### config.mk
export PLATFORM = sky130hd
export DESIGN_NAME = lcdcm_top
export DESIGN_NICKNAME = d
export VERILOG_FILES = /design/src/lcdcm_pkg.sv /design/src/lcdcm_clk_div.sv /design/src/lcdcm_mode_sel.sv /design/src/lcdcm_top.sv
export SDC_FILE = /design/constraint.sdc
export NUM_CORES = 1
export LEC_CHECK = 0
export BUFFER_PORTS_ARGS = -buffer_cell sky130_fd_sc_hd__buf_2
export CAP_MARGIN = 30
export CORE_AREA = 2 2 140 142
export DETAILED_ROUTE_END_ITERATION = 10
export DIE_AREA = 0 0 142 144
export PLACE_DENSITY = 0.8
export SYNTH_ARGS = -nofsm -noshare
export SYNTH_HDL_FRONTEND = slang
export SYNTH_SLANG_ARGS = --single-unit
### constraint.sdc
create_clock -name clk -period 13.9 [get_ports clk]
set_clock_uncertainty 0.2 [all_clocks]
set_input_delay 2.085 -clock clk [delete_from_list [all_inputs] [get_ports clk]]
set_output_delay 2.085 -clock clk [all_outputs]
set_load 0.01 [all_outputs]
### src/lcdcm_pkg.sv
// constants and types shared by the display control and contrast mode logic
package lcdcm_pkg;
   // ==========================================
   // register map
   localparam logic [7:0] DISPLAY_CONTROL_ADDR = 8'h9D;
   localparam logic [7:0] DISPLAY_CONTROL_RESET = 8'h00;
   localparam int RSVD_BIT = 7;
   localparam int LCD_CLOCK_DIVIDE_LSB = 5;
   localparam int BLANK_BIT = 4;
   localparam int SIZE_BIT = 3;
   localparam int MUX_LSB = 1;
   localparam int BIAS_BIT = 0;
   localparam int CTRL_W = 7;
   // ==========================================
   // field encodings
   localparam logic [1:0] DIV_BY1 = 2'h0;
   localparam logic [1:0] DIV_BY2 = 2'h1;
   localparam logic [1:0] CNT_BY1 = 2'h0;
   localparam logic [1:0] CNT_BY2 = 2'h1;
   localparam logic [1:0] CNT_BY4 = 2'h3;
   localparam logic [1:0] MUX_STATIC = 2'h0;
   localparam logic [1:0] MUX_2 = 2'h1;
   localparam logic [1:0] MUX_3 = 2'h2;
   localparam logic [3:0] NIB_STATIC = 4'h1;
   localparam logic [3:0] NIB_2 = 4'h3;
   localparam logic [3:0] NIB_3 = 4'h7;
   localparam logic [3:0] NIB_4 = 4'hF;
   // ==========================================
   // panel geometry
   localparam int PINS = 32;
   localparam int SEG_W = 128;
   localparam logic [31:0] PINS_SMALL = 32'h0000FFFF;
   localparam logic [31:0] PINS_LARGE = 32'hFFFFFFFF;
   // ==========================================
   // contrast setpoint scale in millivolts
   localparam logic [15:0] CONTRAST_MIN_MV = 16'h076C;
   localparam logic [15:0] CONTRAST_SPAN_MV = 16'h071C;
   localparam logic [15:0] CONTRAST_CODES = 16'h001F;
   localparam int CONTRAST_STEP_MV = 60;
   // ==========================================
   // contrast control modes
   typedef enum logic [2:0] {
      MODE_NONE,
      MODE_BYPASS,
      MODE_MIN_CONTRAST,
      MODE_CONST_CONTRAST,
      MODE_AUTO_BYPASS
   } lcdcm_mode_t;
endpackage

### src/lcdcm_clk_div.sv
// lcd clock tick derived from the real-time clock pin by 1, 2 or 4
`timescale 1ns/1ps
module lcdcm_clk_div
(
   // clock and reset
   input wire logic clk,
   input wire logic rst_n,
   // control
   input wire logic rtc_clk,
   input wire logic [1:0] div_sel,
   // output
   output logic lcd_tick
);
   // ==========================================
   // state
   logic sync1_q, sync2_q, prev_q, tick_q, tick_d;
   logic [1:0] cnt_q, cnt_d, limit;
   logic edge_seen;

   // sync chain, first stage only feeds the second
   always_ff @(posedge clk or negedge rst_n)
   begin
      if (!rst_n)
      begin
         sync1_q <= 1'b0;
         sync2_q <= 1'b0;
         prev_q <= 1'b0;
      end
      else
      begin
         sync1_q <= rtc_clk;
         sync2_q <= sync1_q;
         prev_q <= sync2_q;
      end
   end

   // [RL2] divide select
   always_comb
   begin
      edge_seen = sync2_q & ~prev_q;
      case (div_sel)
         lcdcm_pkg::DIV_BY1: limit = lcdcm_pkg::CNT_BY1;
         lcdcm_pkg::DIV_BY2: limit = lcdcm_pkg::CNT_BY2;
         default: limit = lcdcm_pkg::CNT_BY4; // reserved code acts as by 4
      endcase
      cnt_d = cnt_q;
      tick_d = 1'b0;
      if (edge_seen)
      begin
         if (cnt_q >= limit)
         begin
            cnt_d = 2'h0;
            tick_d = 1'b1;
         end
         else
            cnt_d = cnt_q + 2'h1;
      end
   end

   // divider registers
   always_ff @(posedge clk or negedge rst_n)
   begin
      if (!rst_n)
      begin
         cnt_q <= 2'h0;
         tick_q <= 1'b0;
      end
      else
      begin
         cnt_q <= cnt_d;
         tick_q <= tick_d;
      end
   end

   assign lcd_tick = tick_q;

   div_one_a: assert property (@(posedge clk) disable iff (!rst_n) // [RL2]
      edge_seen && div_sel == lcdcm_pkg::DIV_BY1 |=> lcd_tick)
      else $error("divide by one missed a tick");
endmodule // lcdcm_clk_div

### src/lcdcm_mode_sel.sv
// contrast control mode decode and supply path selection
`timescale 1ns/1ps
module lcdcm_mode_sel
(
   // clock and reset
   input wire logic clk,
   input wire logic rst_n,
   // mode select bits
   input wire logic reduced_drive,
   input wire logic cfg_bypass,
   input wire logic pwr_pump,
   input wire logic vbm_enable,
   // battery monitor comparator, asynchronous
   input wire logic battery_low,
   // supply path
   output lcdcm_pkg::lcdcm_mode_t mode,
   output logic pump_en,
   output logic regulate_en,
   output logic bypass_en
);
   // ==========================================
   // state
   lcdcm_pkg::lcdcm_mode_t mode_q, mode_d;
   logic low1_q, low2_q;
   logic pump_q, pump_d, reg_q, reg_d, byp_q, byp_d;

   // [RL19] two stage comparator sync
   always_ff @(posedge clk or negedge rst_n)
   begin
      if (!rst_n)
      begin
         low1_q <= 1'b0;
         low2_q <= 1'b0;
      end
      else
      begin
         low1_q <= battery_low;
         low2_q <= low1_q;
      end
   end

   // decode; reduced drive is free in modes 3 and 4 for heavy loads
   always_comb
   begin
      mode_d = lcdcm_pkg::MODE_NONE;
      // [RL9] [RL10] [RL12] [RL14] [RL16] mode decode
      if (!reduced_drive && cfg_bypass && !pwr_pump && !vbm_enable)
         mode_d = lcdcm_pkg::MODE_BYPASS;
      else if (!reduced_drive && cfg_bypass && pwr_pump && vbm_enable)
         mode_d = lcdcm_pkg::MODE_MIN_CONTRAST;
      else if (!cfg_bypass && pwr_pump && vbm_enable)
         mode_d = lcdcm_pkg::MODE_CONST_CONTRAST;
      else if (!cfg_bypass && !pwr_pump && vbm_enable)
         mode_d = lcdcm_pkg::MODE_AUTO_BYPASS;
      pump_d = 1'b0;
      reg_d = 1'b0;
      byp_d = 1'b0;
      case (mode_d)
         lcdcm_pkg::MODE_BYPASS: byp_d = 1'b1;
         // [RL11] pump on low battery
         lcdcm_pkg::MODE_MIN_CONTRAST:
         begin
            pump_d = low2_q;
            byp_d = ~low2_q;
         end
         // [RL13] pump takes over regulation
         lcdcm_pkg::MODE_CONST_CONTRAST:
         begin
            pump_d = low2_q;
            reg_d = ~low2_q;
         end
         // [RL15] pump never runs here
         lcdcm_pkg::MODE_AUTO_BYPASS:
         begin
            reg_d = ~low2_q;
            byp_d = low2_q;
         end
         default: byp_d = 1'b0; // unsupported bit mix drives nothing
      endcase
   end

   // output registers
   always_ff @(posedge clk or negedge rst_n)
   begin
      if (!rst_n)
      begin
         mode_q <= lcdcm_pkg::MODE_NONE;
         pump_q <= 1'b0;
         reg_q <= 1'b0;
         byp_q <= 1'b0;
      end
      else
      begin
         mode_q <= mode_d;
         pump_q <= pump_d;
         reg_q <= reg_d;
         byp_q <= byp_d;
      end
   end

   assign mode = mode_q;
   assign pump_en = pump_q;
   assign regulate_en = reg_q;
   assign bypass_en = byp_q;

   auto_no_pump_a: assert property (@(posedge clk) // [RL15]
      disable iff (!rst_n)
      mode_q == lcdcm_pkg::MODE_AUTO_BYPASS |-> !pump_en)
      else $error("pump running in auto bypass");
   min_pump_a: assert property (@(posedge clk) disable iff (!rst_n) // [RL11]
      low2_q && mode_d == lcdcm_pkg::MODE_MIN_CONTRAST |=> pump_en)
      else $error("pump not started in minimum contrast");
   const_pump_a: assert property (@(posedge clk) // [RL13]
      disable iff (!rst_n)
      low2_q && mode_d == lcdcm_pkg::MODE_CONST_CONTRAST
      |=> pump_en && !regulate_en)
      else $error("pump not started in constant contrast");
   bypass_mode_a: assert property (@(posedge clk) // [RL9]
      disable iff (!rst_n)
      !reduced_drive && cfg_bypass && !pwr_pump && !vbm_enable
      |=> bypass_en && !pump_en && !regulate_en)
      else $error("bypass mode not tracking battery");
   auto_low_byp_a: assert property (@(posedge clk) // [RL14]
      disable iff (!rst_n)
      low2_q && mode_d == lcdcm_pkg::MODE_AUTO_BYPASS
      |=> bypass_en && !regulate_en)
      else $error("auto bypass not taken on low battery");
   // a change that has passed only the first stage must not act yet
   sync_delay_a: assert property (@(posedge clk) // [RL19]
      disable iff (!rst_n)
      mode_d == lcdcm_pkg::MODE_AUTO_BYPASS && $stable(mode_d)
      && low1_q && !low2_q |=> !bypass_en)
      else $error("battery low used before sync");
   auto_sw_c: cover property (@(posedge clk) disable iff (!rst_n)
      mode_q == lcdcm_pkg::MODE_AUTO_BYPASS && $rose(bypass_en));
   pump_on_c: cover property (@(posedge clk) disable iff (!rst_n)
      $rose(pump_en));
endmodule // lcdcm_mode_sel

### src/lcdcm_top.sv
// display control register, segment gating and contrast mode top level
// Overview of operation
// [RL1] software writes zero to control bit 7; it always reads zero
// [RL2] lcd clock is the rtc clock divided by 1, 2 or 4
// [RL3] blank bit set turns every segment off, else segments follow data
// [RL4] size 0 gives 16 segment pins, size 1 gives 32
// [RL5] multiplex field selects static, 2-mux, 3-mux or 4-mux drive
// [RL6] bias bit 0 gives one-third bias, 1 gives one-half bias
// [RL7] bias bit is ignored in static mode
// [RL8] contrast target spans 1.9 V to 3.72 V in about 60 mV steps
// [RL9] mode 1 bypass: supply follows battery, regulation off
// [RL10] mode 2 minimum contrast: supply from battery above threshold
// [RL11] mode 2 below threshold starts the charge pump
// [RL12] mode 3 constant contrast: regulated by resistor above threshold
// [RL13] mode 3 below threshold starts the charge pump
// [RL14] mode 4 auto bypass: regulate above threshold, bypass below
// [RL15] mode 4 never runs the charge pump
// [RL16] modes 3 and 4 accept reduced drive clear for heavy loads
// [RL17] each pin uses nibble bits set by multiplex mode, rest ignored
// [RL18] display is on only while the enable bit is set
// [RL19] battery monitor result is synchronised before mode switching
`timescale 1ns/1ps
module lcdcm_top
(
   // clock and reset
   input wire logic clk,
   input wire logic rst_n,
   // special function register port
   input wire logic [7:0] sfr_addr,
   input wire logic [7:0] sfr_wdata,
   input wire logic sfr_wr,
   input wire logic sfr_rd,
   output logic [7:0] sfr_rdata,
   // control bits kept by neighbouring registers
   input wire logic display_enable,
   input wire logic reduced_drive,
   input wire logic lcd_master_cfg_bypass,
   input wire logic lcd_power_ctrl_pump,
   input wire logic battery_monitor_ctrl_en,
   input wire logic [4:0] contrast_setpoint,
   input wire logic [127:0] segment_data,
   // analog and clock pins
   input wire logic battery_low,
   input wire logic rtc_clk,
   // panel drive
   output logic lcd_tick,
   output logic [127:0] segment_on,
   output logic [31:0] segment_pin_en,
   output logic [3:0] com_en,
   output logic bias_half,
   output logic bias_third,
   output logic [15:0] contrast_mv,
   // contrast supply path
   output lcdcm_pkg::lcdcm_mode_t contrast_mode,
   output logic pump_en,
   output logic regulate_en,
   output logic bypass_en
);
   // ==========================================
   // reset release
   logic rst1_q, rst_sync_n;

   // release is synchronised so all flops leave reset on one edge
   always_ff @(posedge clk or negedge rst_n)
   begin
      if (!rst_n)
      begin
         rst1_q <= 1'b0;
         rst_sync_n <= 1'b0;
      end
      else
      begin
         rst1_q <= 1'b1;
         rst_sync_n <= rst1_q;
      end
   end

   // ==========================================
   // control register
   logic [lcdcm_pkg::CTRL_W-1:0] ctrl_q, ctrl_d;
   logic [7:0] rdata_q, rdata_d;
   logic hit;
   logic [1:0] mux_sel, div_sel;

   // decode writes and capture read data
   always_comb
   begin
      hit = (sfr_addr == lcdcm_pkg::DISPLAY_CONTROL_ADDR);
      ctrl_d = ctrl_q;
      rdata_d = rdata_q;
      // [RL1] reserved top bit dropped
      if (sfr_wr && hit)
         ctrl_d = sfr_wdata[lcdcm_pkg::CTRL_W-1:0];
      // unmapped reads return zero
      if (sfr_rd)
         rdata_d = hit ? {1'b0, ctrl_q} : 8'h00;
   end

   // control and read data registers
   always_ff @(posedge clk or negedge rst_sync_n)
   begin
      if (!rst_sync_n)
      begin
         ctrl_q <= lcdcm_pkg::DISPLAY_CONTROL_RESET[lcdcm_pkg::CTRL_W-1:0];
         rdata_q <= 8'h00;
      end
      else
      begin
         ctrl_q <= ctrl_d;
         rdata_q <= rdata_d;
      end
   end

   // read port and field taps
   assign sfr_rdata = rdata_q;
   assign mux_sel = ctrl_q[lcdcm_pkg::MUX_LSB +: 2];
   assign div_sel = ctrl_q[lcdcm_pkg::LCD_CLOCK_DIVIDE_LSB +: 2];

   // ==========================================
   // panel configuration
   logic [3:0] nib_mask, com_q;
   logic [31:0] pins, pin_q;
   logic half_d, third_d, half_q, third_q, show;
   logic [15:0] mv_d, mv_q;

   always_comb
   begin
      // [RL5] [RL17] commons and nibble bits per mux mode
      case (mux_sel)
         lcdcm_pkg::MUX_STATIC: nib_mask = lcdcm_pkg::NIB_STATIC;
         lcdcm_pkg::MUX_2: nib_mask = lcdcm_pkg::NIB_2;
         lcdcm_pkg::MUX_3: nib_mask = lcdcm_pkg::NIB_3;
         default: nib_mask = lcdcm_pkg::NIB_4;
      endcase
      // [RL4] pin count
      pins = ctrl_q[lcdcm_pkg::SIZE_BIT] ? lcdcm_pkg::PINS_LARGE
                                         : lcdcm_pkg::PINS_SMALL;
      // [RL6] [RL7] bias choice, none in static
      half_d = (mux_sel != lcdcm_pkg::MUX_STATIC)
               & ctrl_q[lcdcm_pkg::BIAS_BIT];
      third_d = (mux_sel != lcdcm_pkg::MUX_STATIC)
                & ~ctrl_q[lcdcm_pkg::BIAS_BIT];
      // [RL3] [RL18] blank and enable gate all segments
      show = display_enable & ~ctrl_q[lcdcm_pkg::BLANK_BIT];
      // [RL8] interpolated so the top code lands on the top voltage
      mv_d = lcdcm_pkg::CONTRAST_MIN_MV
             + (({11'h000, contrast_setpoint} * lcdcm_pkg::CONTRAST_SPAN_MV)
                / lcdcm_pkg::CONTRAST_CODES);
   end

   // ==========================================
   // per pin segment gating
   logic [127:0] seg_d, seg_q;

   genvar gi;
   generate
      for (gi = 0; gi < lcdcm_pkg::PINS; gi++)
      begin : g_pin
         // [RL17] unused nibble bits masked
         assign seg_d[gi*4 +: 4] = segment_data[gi*4 +: 4] & nib_mask
                                   & {4{pins[gi] & show}};
      end
   endgenerate

   // panel registers; outputs stay glitch free toward the pads
   always_ff @(posedge clk or negedge rst_sync_n)
   begin
      if (!rst_sync_n)
      begin
         seg_q <= '0;
         pin_q <= 32'h00000000;
         com_q <= 4'h0;
         half_q <= 1'b0;
         third_q <= 1'b0;
         mv_q <= 16'h0000;
      end
      else
      begin
         seg_q <= seg_d;
         pin_q <= pins;
         com_q <= nib_mask;
         half_q <= half_d;
         third_q <= third_d;
         mv_q <= mv_d;
      end
   end

   // pads are fed straight from the flops
   assign segment_on = seg_q;
   assign segment_pin_en = pin_q;
   assign com_en = com_q;
   assign bias_half = half_q;
   assign bias_third = third_q;
   assign contrast_mv = mv_q;

   // ==========================================
   // sub blocks
   // rtc divider; its own two stages tame the pin
   lcdcm_clk_div u_div
   (
      .clk(clk),
      .rst_n(rst_sync_n),
      .rtc_clk(rtc_clk),
      .div_sel(div_sel),
      .lcd_tick(lcd_tick)
   );

   // contrast supply path selection
   lcdcm_mode_sel u_mode
   (
      .clk(clk),
      .rst_n(rst_sync_n),
      .reduced_drive(reduced_drive),
      .cfg_bypass(lcd_master_cfg_bypass),
      .pwr_pump(lcd_power_ctrl_pump),
      .vbm_enable(battery_monitor_ctrl_en),
      .battery_low(battery_low),
      .mode(contrast_mode),
      .pump_en(pump_en),
      .regulate_en(regulate_en),
      .bypass_en(bypass_en)
   );

   // ==========================================
   // register checks; outputs are registered, so most checks look one
   // edge after the cause
   rsvd_read_a: assert property (@(posedge clk) // [RL1]
      disable iff (!rst_sync_n)
      sfr_rd && hit |=> !sfr_rdata[lcdcm_pkg::RSVD_BIT])
      else $error("reserved control bit read as one");
   write_read_a: assert property (@(posedge clk) // [RL1]
      disable iff (!rst_sync_n)
      sfr_wr && hit ##1 sfr_rd && hit && !sfr_wr
      |=> sfr_rdata[6:0] == $past(sfr_wdata[6:0], 2))
      else $error("control readback differs from write");

   // ==========================================
   // panel checks
   blank_off_a: assert property (@(posedge clk) // [RL3]
      disable iff (!rst_sync_n)
      ctrl_q[lcdcm_pkg::BLANK_BIT] |=> segment_on == '0)
      else $error("segment lit while blanked");
   follow_a: assert property (@(posedge clk) // [RL3]
      disable iff (!rst_sync_n)
      show && mux_sel == 2'h3 && ctrl_q[lcdcm_pkg::SIZE_BIT]
      |=> segment_on == $past(segment_data))
      else $error("segments not following data");
   size_pins_a: assert property (@(posedge clk) // [RL4]
      disable iff (!rst_sync_n)
      !ctrl_q[lcdcm_pkg::SIZE_BIT] |=> segment_pin_en[31:16] == 16'h0000
      && segment_on[127:64] == '0)
      else $error("upper pins active in small panel");
   size_large_a: assert property (@(posedge clk) // [RL4]
      disable iff (!rst_sync_n)
      ctrl_q[lcdcm_pkg::SIZE_BIT]
      |=> segment_pin_en == lcdcm_pkg::PINS_LARGE)
      else $error("pins missing in large panel");
   four_com_a: assert property (@(posedge clk) // [RL5]
      disable iff (!rst_sync_n)
      mux_sel == 2'h3 |=> com_en == lcdcm_pkg::NIB_4)
      else $error("commons missing in four mux mode");
   // a two mux panel must never see bits 2 and 3 of a nibble
   two_mux_nib_a: assert property (@(posedge clk) // [RL17]
      disable iff (!rst_sync_n)
      show && mux_sel == lcdcm_pkg::MUX_2 && ctrl_q[lcdcm_pkg::SIZE_BIT]
      |=> segment_on == ($past(segment_data) & {32{lcdcm_pkg::NIB_2}}))
      else $error("unused nibble bit reached a segment");
   static_bias_a: assert property (@(posedge clk) // [RL7]
      disable iff (!rst_sync_n)
      mux_sel == lcdcm_pkg::MUX_STATIC |=> !bias_half && !bias_third
      && com_en == lcdcm_pkg::NIB_STATIC)
      else $error("bias active in static mode");
   bias_sel_a: assert property (@(posedge clk) // [RL6]
      disable iff (!rst_sync_n)
      mux_sel != lcdcm_pkg::MUX_STATIC
      |=> bias_half == $past(ctrl_q[lcdcm_pkg::BIAS_BIT])
      && bias_third != bias_half)
      else $error("bias ratio mismatch");
   enable_a: assert property (@(posedge clk) // [RL18]
      disable iff (!rst_sync_n)
      !display_enable |=> segment_on == '0)
      else $error("segment lit while display disabled");

   // ==========================================
   // contrast checks at both ends of the code range
   contrast_a: assert property (@(posedge clk) // [RL8]
      disable iff (!rst_sync_n)
      contrast_setpoint == 5'h1F |=> contrast_mv == 16'h0E88)
      else $error("top contrast code not at top voltage");
   contrast_low_a: assert property (@(posedge clk) // [RL8]
      disable iff (!rst_sync_n)
      contrast_setpoint == 5'h00
      |=> contrast_mv == lcdcm_pkg::CONTRAST_MIN_MV)
      else $error("lowest contrast code not at bottom voltage");

   // ==========================================
   // main scenarios reached
   blank_c: cover property (@(posedge clk) disable iff (!rst_sync_n)
      $rose(ctrl_q[lcdcm_pkg::BLANK_BIT]));
   four_mux_c: cover property (@(posedge clk) disable iff (!rst_sync_n)
      show && com_en == lcdcm_pkg::NIB_4 && segment_on != '0);
   tick_c: cover property (@(posedge clk) disable iff (!rst_sync_n)
      lcd_tick && div_sel == lcdcm_pkg::DIV_BY2);
endmodule // lcdcm_top

==> run metrics <==
final core occ=0.604; share of cells above drive strength 1=0.375; Routed Wire Length=28000 um; number of setup buffers added after CTS=0; ys flop type=dfrtp_1; RePlAce Congestion=about 0.9; crit share post-route=0.797; die area=0.0204 mm^2; cell accounting for the most synthesized area=dfrtp_1; final setup vio count=0; CTS Buffer Depth=2; clk_lat worst skew=420 ps; Sequential Power Share=0.230; Post-CTS Resized=0; GRT Util Overall=0.263; Hold Fails Final Rpt=0; clock power share=0.193; residual DRC count=0; antenna violations before repair=4; Port Buf Inserts=351; vias per cell=roughly 5.6; Max FO, Critical Path=14; Power, Total=2.48 mW; P&R area growth vs syn=24.6%; adder-cell share of the synthesized area=0.0510; Syn Area/Cell=10.7 um^2; top post-synthesis cells by area=dfrtp_1 (48%), and3_1 (6.8%), ha_1 (3.8%), buf_4 (3.0%), and2_1 (2.5%); row cnt=51; P_leak=6.42 nW; Synth Instances=868; pin count of the biggest net entering global routing=79; first-pass GRT wire length=41500 um; Worst slew margin=0.388; I/O Pins=357; Synth Register Bits=178; Final nets=between 1k and 1.5k; slowest stage cell, crit path=o211ai_1; vias in the first global route=7371; drt initial violations=748; RSZ-0062 raised after global routing=no; CP Capture Type=flop; Slew @ Worst Pin=between 900 and 1000 ps; Area after DPL=0.0109 mm^2; Sum Neg Setup Slack=0 ps; Peak supply drop=about 0.14 mV; area share of the leading cell type in the synthesized netlist=0.481; core area=0.0191 mm^2; fin area=about 0.012 mm^2; wire per inst=roughly 20 um; clk sink count=178; synth warn=0; Setup CP Type=in -> reg; Die Width=142 um; Mapped Area=0.00925 mm^2; largest family of logic cells by synthesized area=simple AND/OR/NAND/NOR gates; post-synthesis compound-gate area fraction=0.153; Die Ht=144 um; asr flop ratio synth=1.00; minimum clock period=approximately 11000 ps; final hold slack=46.6 ps; simple-gate area share of the yosys netlist=0.204; CTS tree=built; cts hold-fix bufs=0; gr ovfl total=0; Worst EP required=14050 ps; internal cell power=1.34 mW; most common cell type on the critical path=o21ai_0; Achievable Freq=90.3 MHz; total vias in the final route=7957; first drt pass iteration count=5; Post-synth EDFFs=0; Clock Pin Slew Worst Setup and Hold Paths=70 ps; Worst EP arrival=11230 ps; post-synthesis xor/xnor area fraction=0.0266; mux contribution to synthesized area=0.0164; startpoint types=input pin; Sw Share=0.459; Final HPWL DP=around 21000 um; TritonCTS buffer count=17; H-tree depth=4; slowest stage delay, CP=750 ps; CTS Root Cell=clkbuf_16; number of distinct library cells after synthesis=99; Routed Antenna Nets=0; sequential fraction of the synthesis area=0.481; Max Slew Vio Count=0; switching power=1.14 mW; starting utilization of the core area=0.485; Tightest Hold Check Type=reg -> async; power share of the combinational group=0.577; max_cap viols=0; status=complete, no violations; PwrDens=about 220 mW/mm^2
-- final cells by class --
type / instances / area (um^2)
fill: 1601 / 7560
sequential: 178 / 4460
multi-input combinational: 583 / 4200
timing repair buffer: 358 / 1850
clock buffer: 18 / 429
tap: 238 / 298
clock inverter: 14 / 168
inverter: 30 / 113
antenna: 2 / 5.00
-- sequential cells by signal, indices dropped and copies added, names as in the netlist --
| signal | flops |
|---|---|
| contrast_mv | 13 |
| u_div.lcd_tick | 1 |
| rst_sync_n | 1 |
| segment_on | 128 |
| u_mode.mode | 3 |
| u_mode.bypass_en | 1 |
| u_div.sync2_q | 1 |
| rst1_q | 1 |
| u_div.cnt_q | 2 |
| u_mode.regulate_en | 1 |
| sfr_rdata | 7 |
| u_mode.low2_q | 1 |
| ctrl_q | 7 |
| u_mode.pump_en | 1 |
| bias_third | 1 |
| u_div.prev_q | 1 |
| segment_pin_en | 2 |
| u_mode.low1_q | 1 |
| com_en | 3 |
| bias_half | 1 |
| u_div.sync1_q | 1 |
-- placed cells by master (no fill, tap or decap), types with 6 or more instances in the layout --
| cell | Yosys | final |
|---|---|---|
| conb_1 | 2 | 7 |
| nand2b_1 | 8 | 8 |
| a211oi_1 | 12 | 12 |
| xnor2_1 | 14 | 14 |
| dfrtp_1 | 178 | 177 |
| a21oi_1 | 32 | 32 |
| nand2_1 | 41 | 41 |
| clkbuf_16 | 0 | 17 |
| a21o_1 | 6 | 6 |
| ha_1 | 28 | 28 |
| mux2_2 | 9 | 9 |
| o211ai_1 | 11 | 11 |
| o21ai_1 | 7 | 7 |
| nor2_1 | 34 | 34 |
| buf_2 | 12 | 351 |
| xor2_1 | 11 | 11 |
| o211a_1 | 7 | 7 |
| nand4_1 | 6 | 6 |
| nand3_1 | 17 | 17 |
| nor4_1 | 11 | 11 |
| nor2b_1 | 11 | 10 |
| o21ai_0 | 31 | 31 |
| nor3_1 | 14 | 14 |
| inv_1 | 29 | 29 |
| and3_1 | 101 | 101 |
| and2_1 | 37 | 37 |
-- power groups by stage --
stage                     clock (mW)  combinational, mW  sequential (mW)
final                          0.480               1.43            0.571
after global routing           0.510               1.57            0.575
after global placement             0               1.36            0.581
after CTS                      0.489               1.40            0.571
after detailed placement           0               1.40            0.581
after floorplan                    0               1.12            0.598
-- critical path: cells and delay by family --
kind                       cells  cell delay (ps)
AOI/OAI and AO/OA             14             4890
xor gates and xnor gates       2              530
and+or+nand+nor                6             1560
adders and majority gates      5             1910
buffers and inverters          2              240
-- path summary, 6_finish.rpt --
check	endpoint	cells past startpoint	slack, ps	startpoint
min	segment_on[4]$_DFF_PN0_	0	50	rst_sync_n$_DFF_PN0_
max reg2reg	segment_on[25]$_DFF_PN0_	4	11350	ctrl_q[4]$_DFFE_PN0P_
min reg2reg	segment_on[4]$_DFF_PN0_	0	50	rst_sync_n$_DFF_PN0_
max in group asynchronous	segment_on[125]$_DFF_PN0_	3	11650	rst_sync_n$_DFF_PN0_
min in group clk	rst_sync_n$_DFF_PN0_	0	160	rst1_q$_DFF_PN0_
max	contrast_mv[10]$_DFF_PN0_	29	2820	contrast_setpoint[2]
-- kinds of logic (layout without fill, tap and decap cells) --
| logic type | count (synthesis) | after routing |
|---|---|---|
| flops | 178 | 178 |
| xor+xnor | 26 | 26 |
| buf+inv | 112 | 420 |
| compound gates | 182 | 182 |
| mux | 14 | 14 |
| simple gates | 319 | 319 |
| fa+ha+maj | 35 | 35 |
| other cells | 2 | 9 |
-- stage by stage --
stage,worst slack (ps),std cells
final,2820,1421
after global routing,2340,1420
after CTS,3010,1418
after detailed placement,2580,1386
after global placement,2680,1385
after floorplan,4360,873
-- synth_stat cells (4+ instances only) --
library cell,number
nand2_1,41
inv_1,29
and3_1,101
fa_1,5
a211oi_1,12
buf_2,12
a21o_1,6
nor4_1,11
buf_4,37
xor2_1,11
mux2i_1,5
nand4_1,6
a21oi_1,32
or4_1,5
dfrtp_1,178
mux2_2,9
o21ai_0,31
o211ai_1,11
o211a_1,7
xnor2_1,14
o21ai_1,7
clkbuf_1,27
or2_2,5
ha_1,28
o22ai_1,5
nor2b_1,11
and2_1,37
nor3_1,14
nand2b_1,8
a211o_1,5
o21a_1,5
nor2_1,34
o31a_1,4
nand3_1,17
buf_6,6
a31oi_1,4
-- routing by layer --
metal,vias up,global-route usage,part of all wire,routed length [um]
met5,-,0,0.00096,27
met4,4,0.107,0.036,1010
met3,66,0.0573,0.066,1860
met2,343,0.415,0.48,13400
met1,3854,0.355,0.42,11800
li1,3690,-,-,-
(Power assumes the default switching activity.)
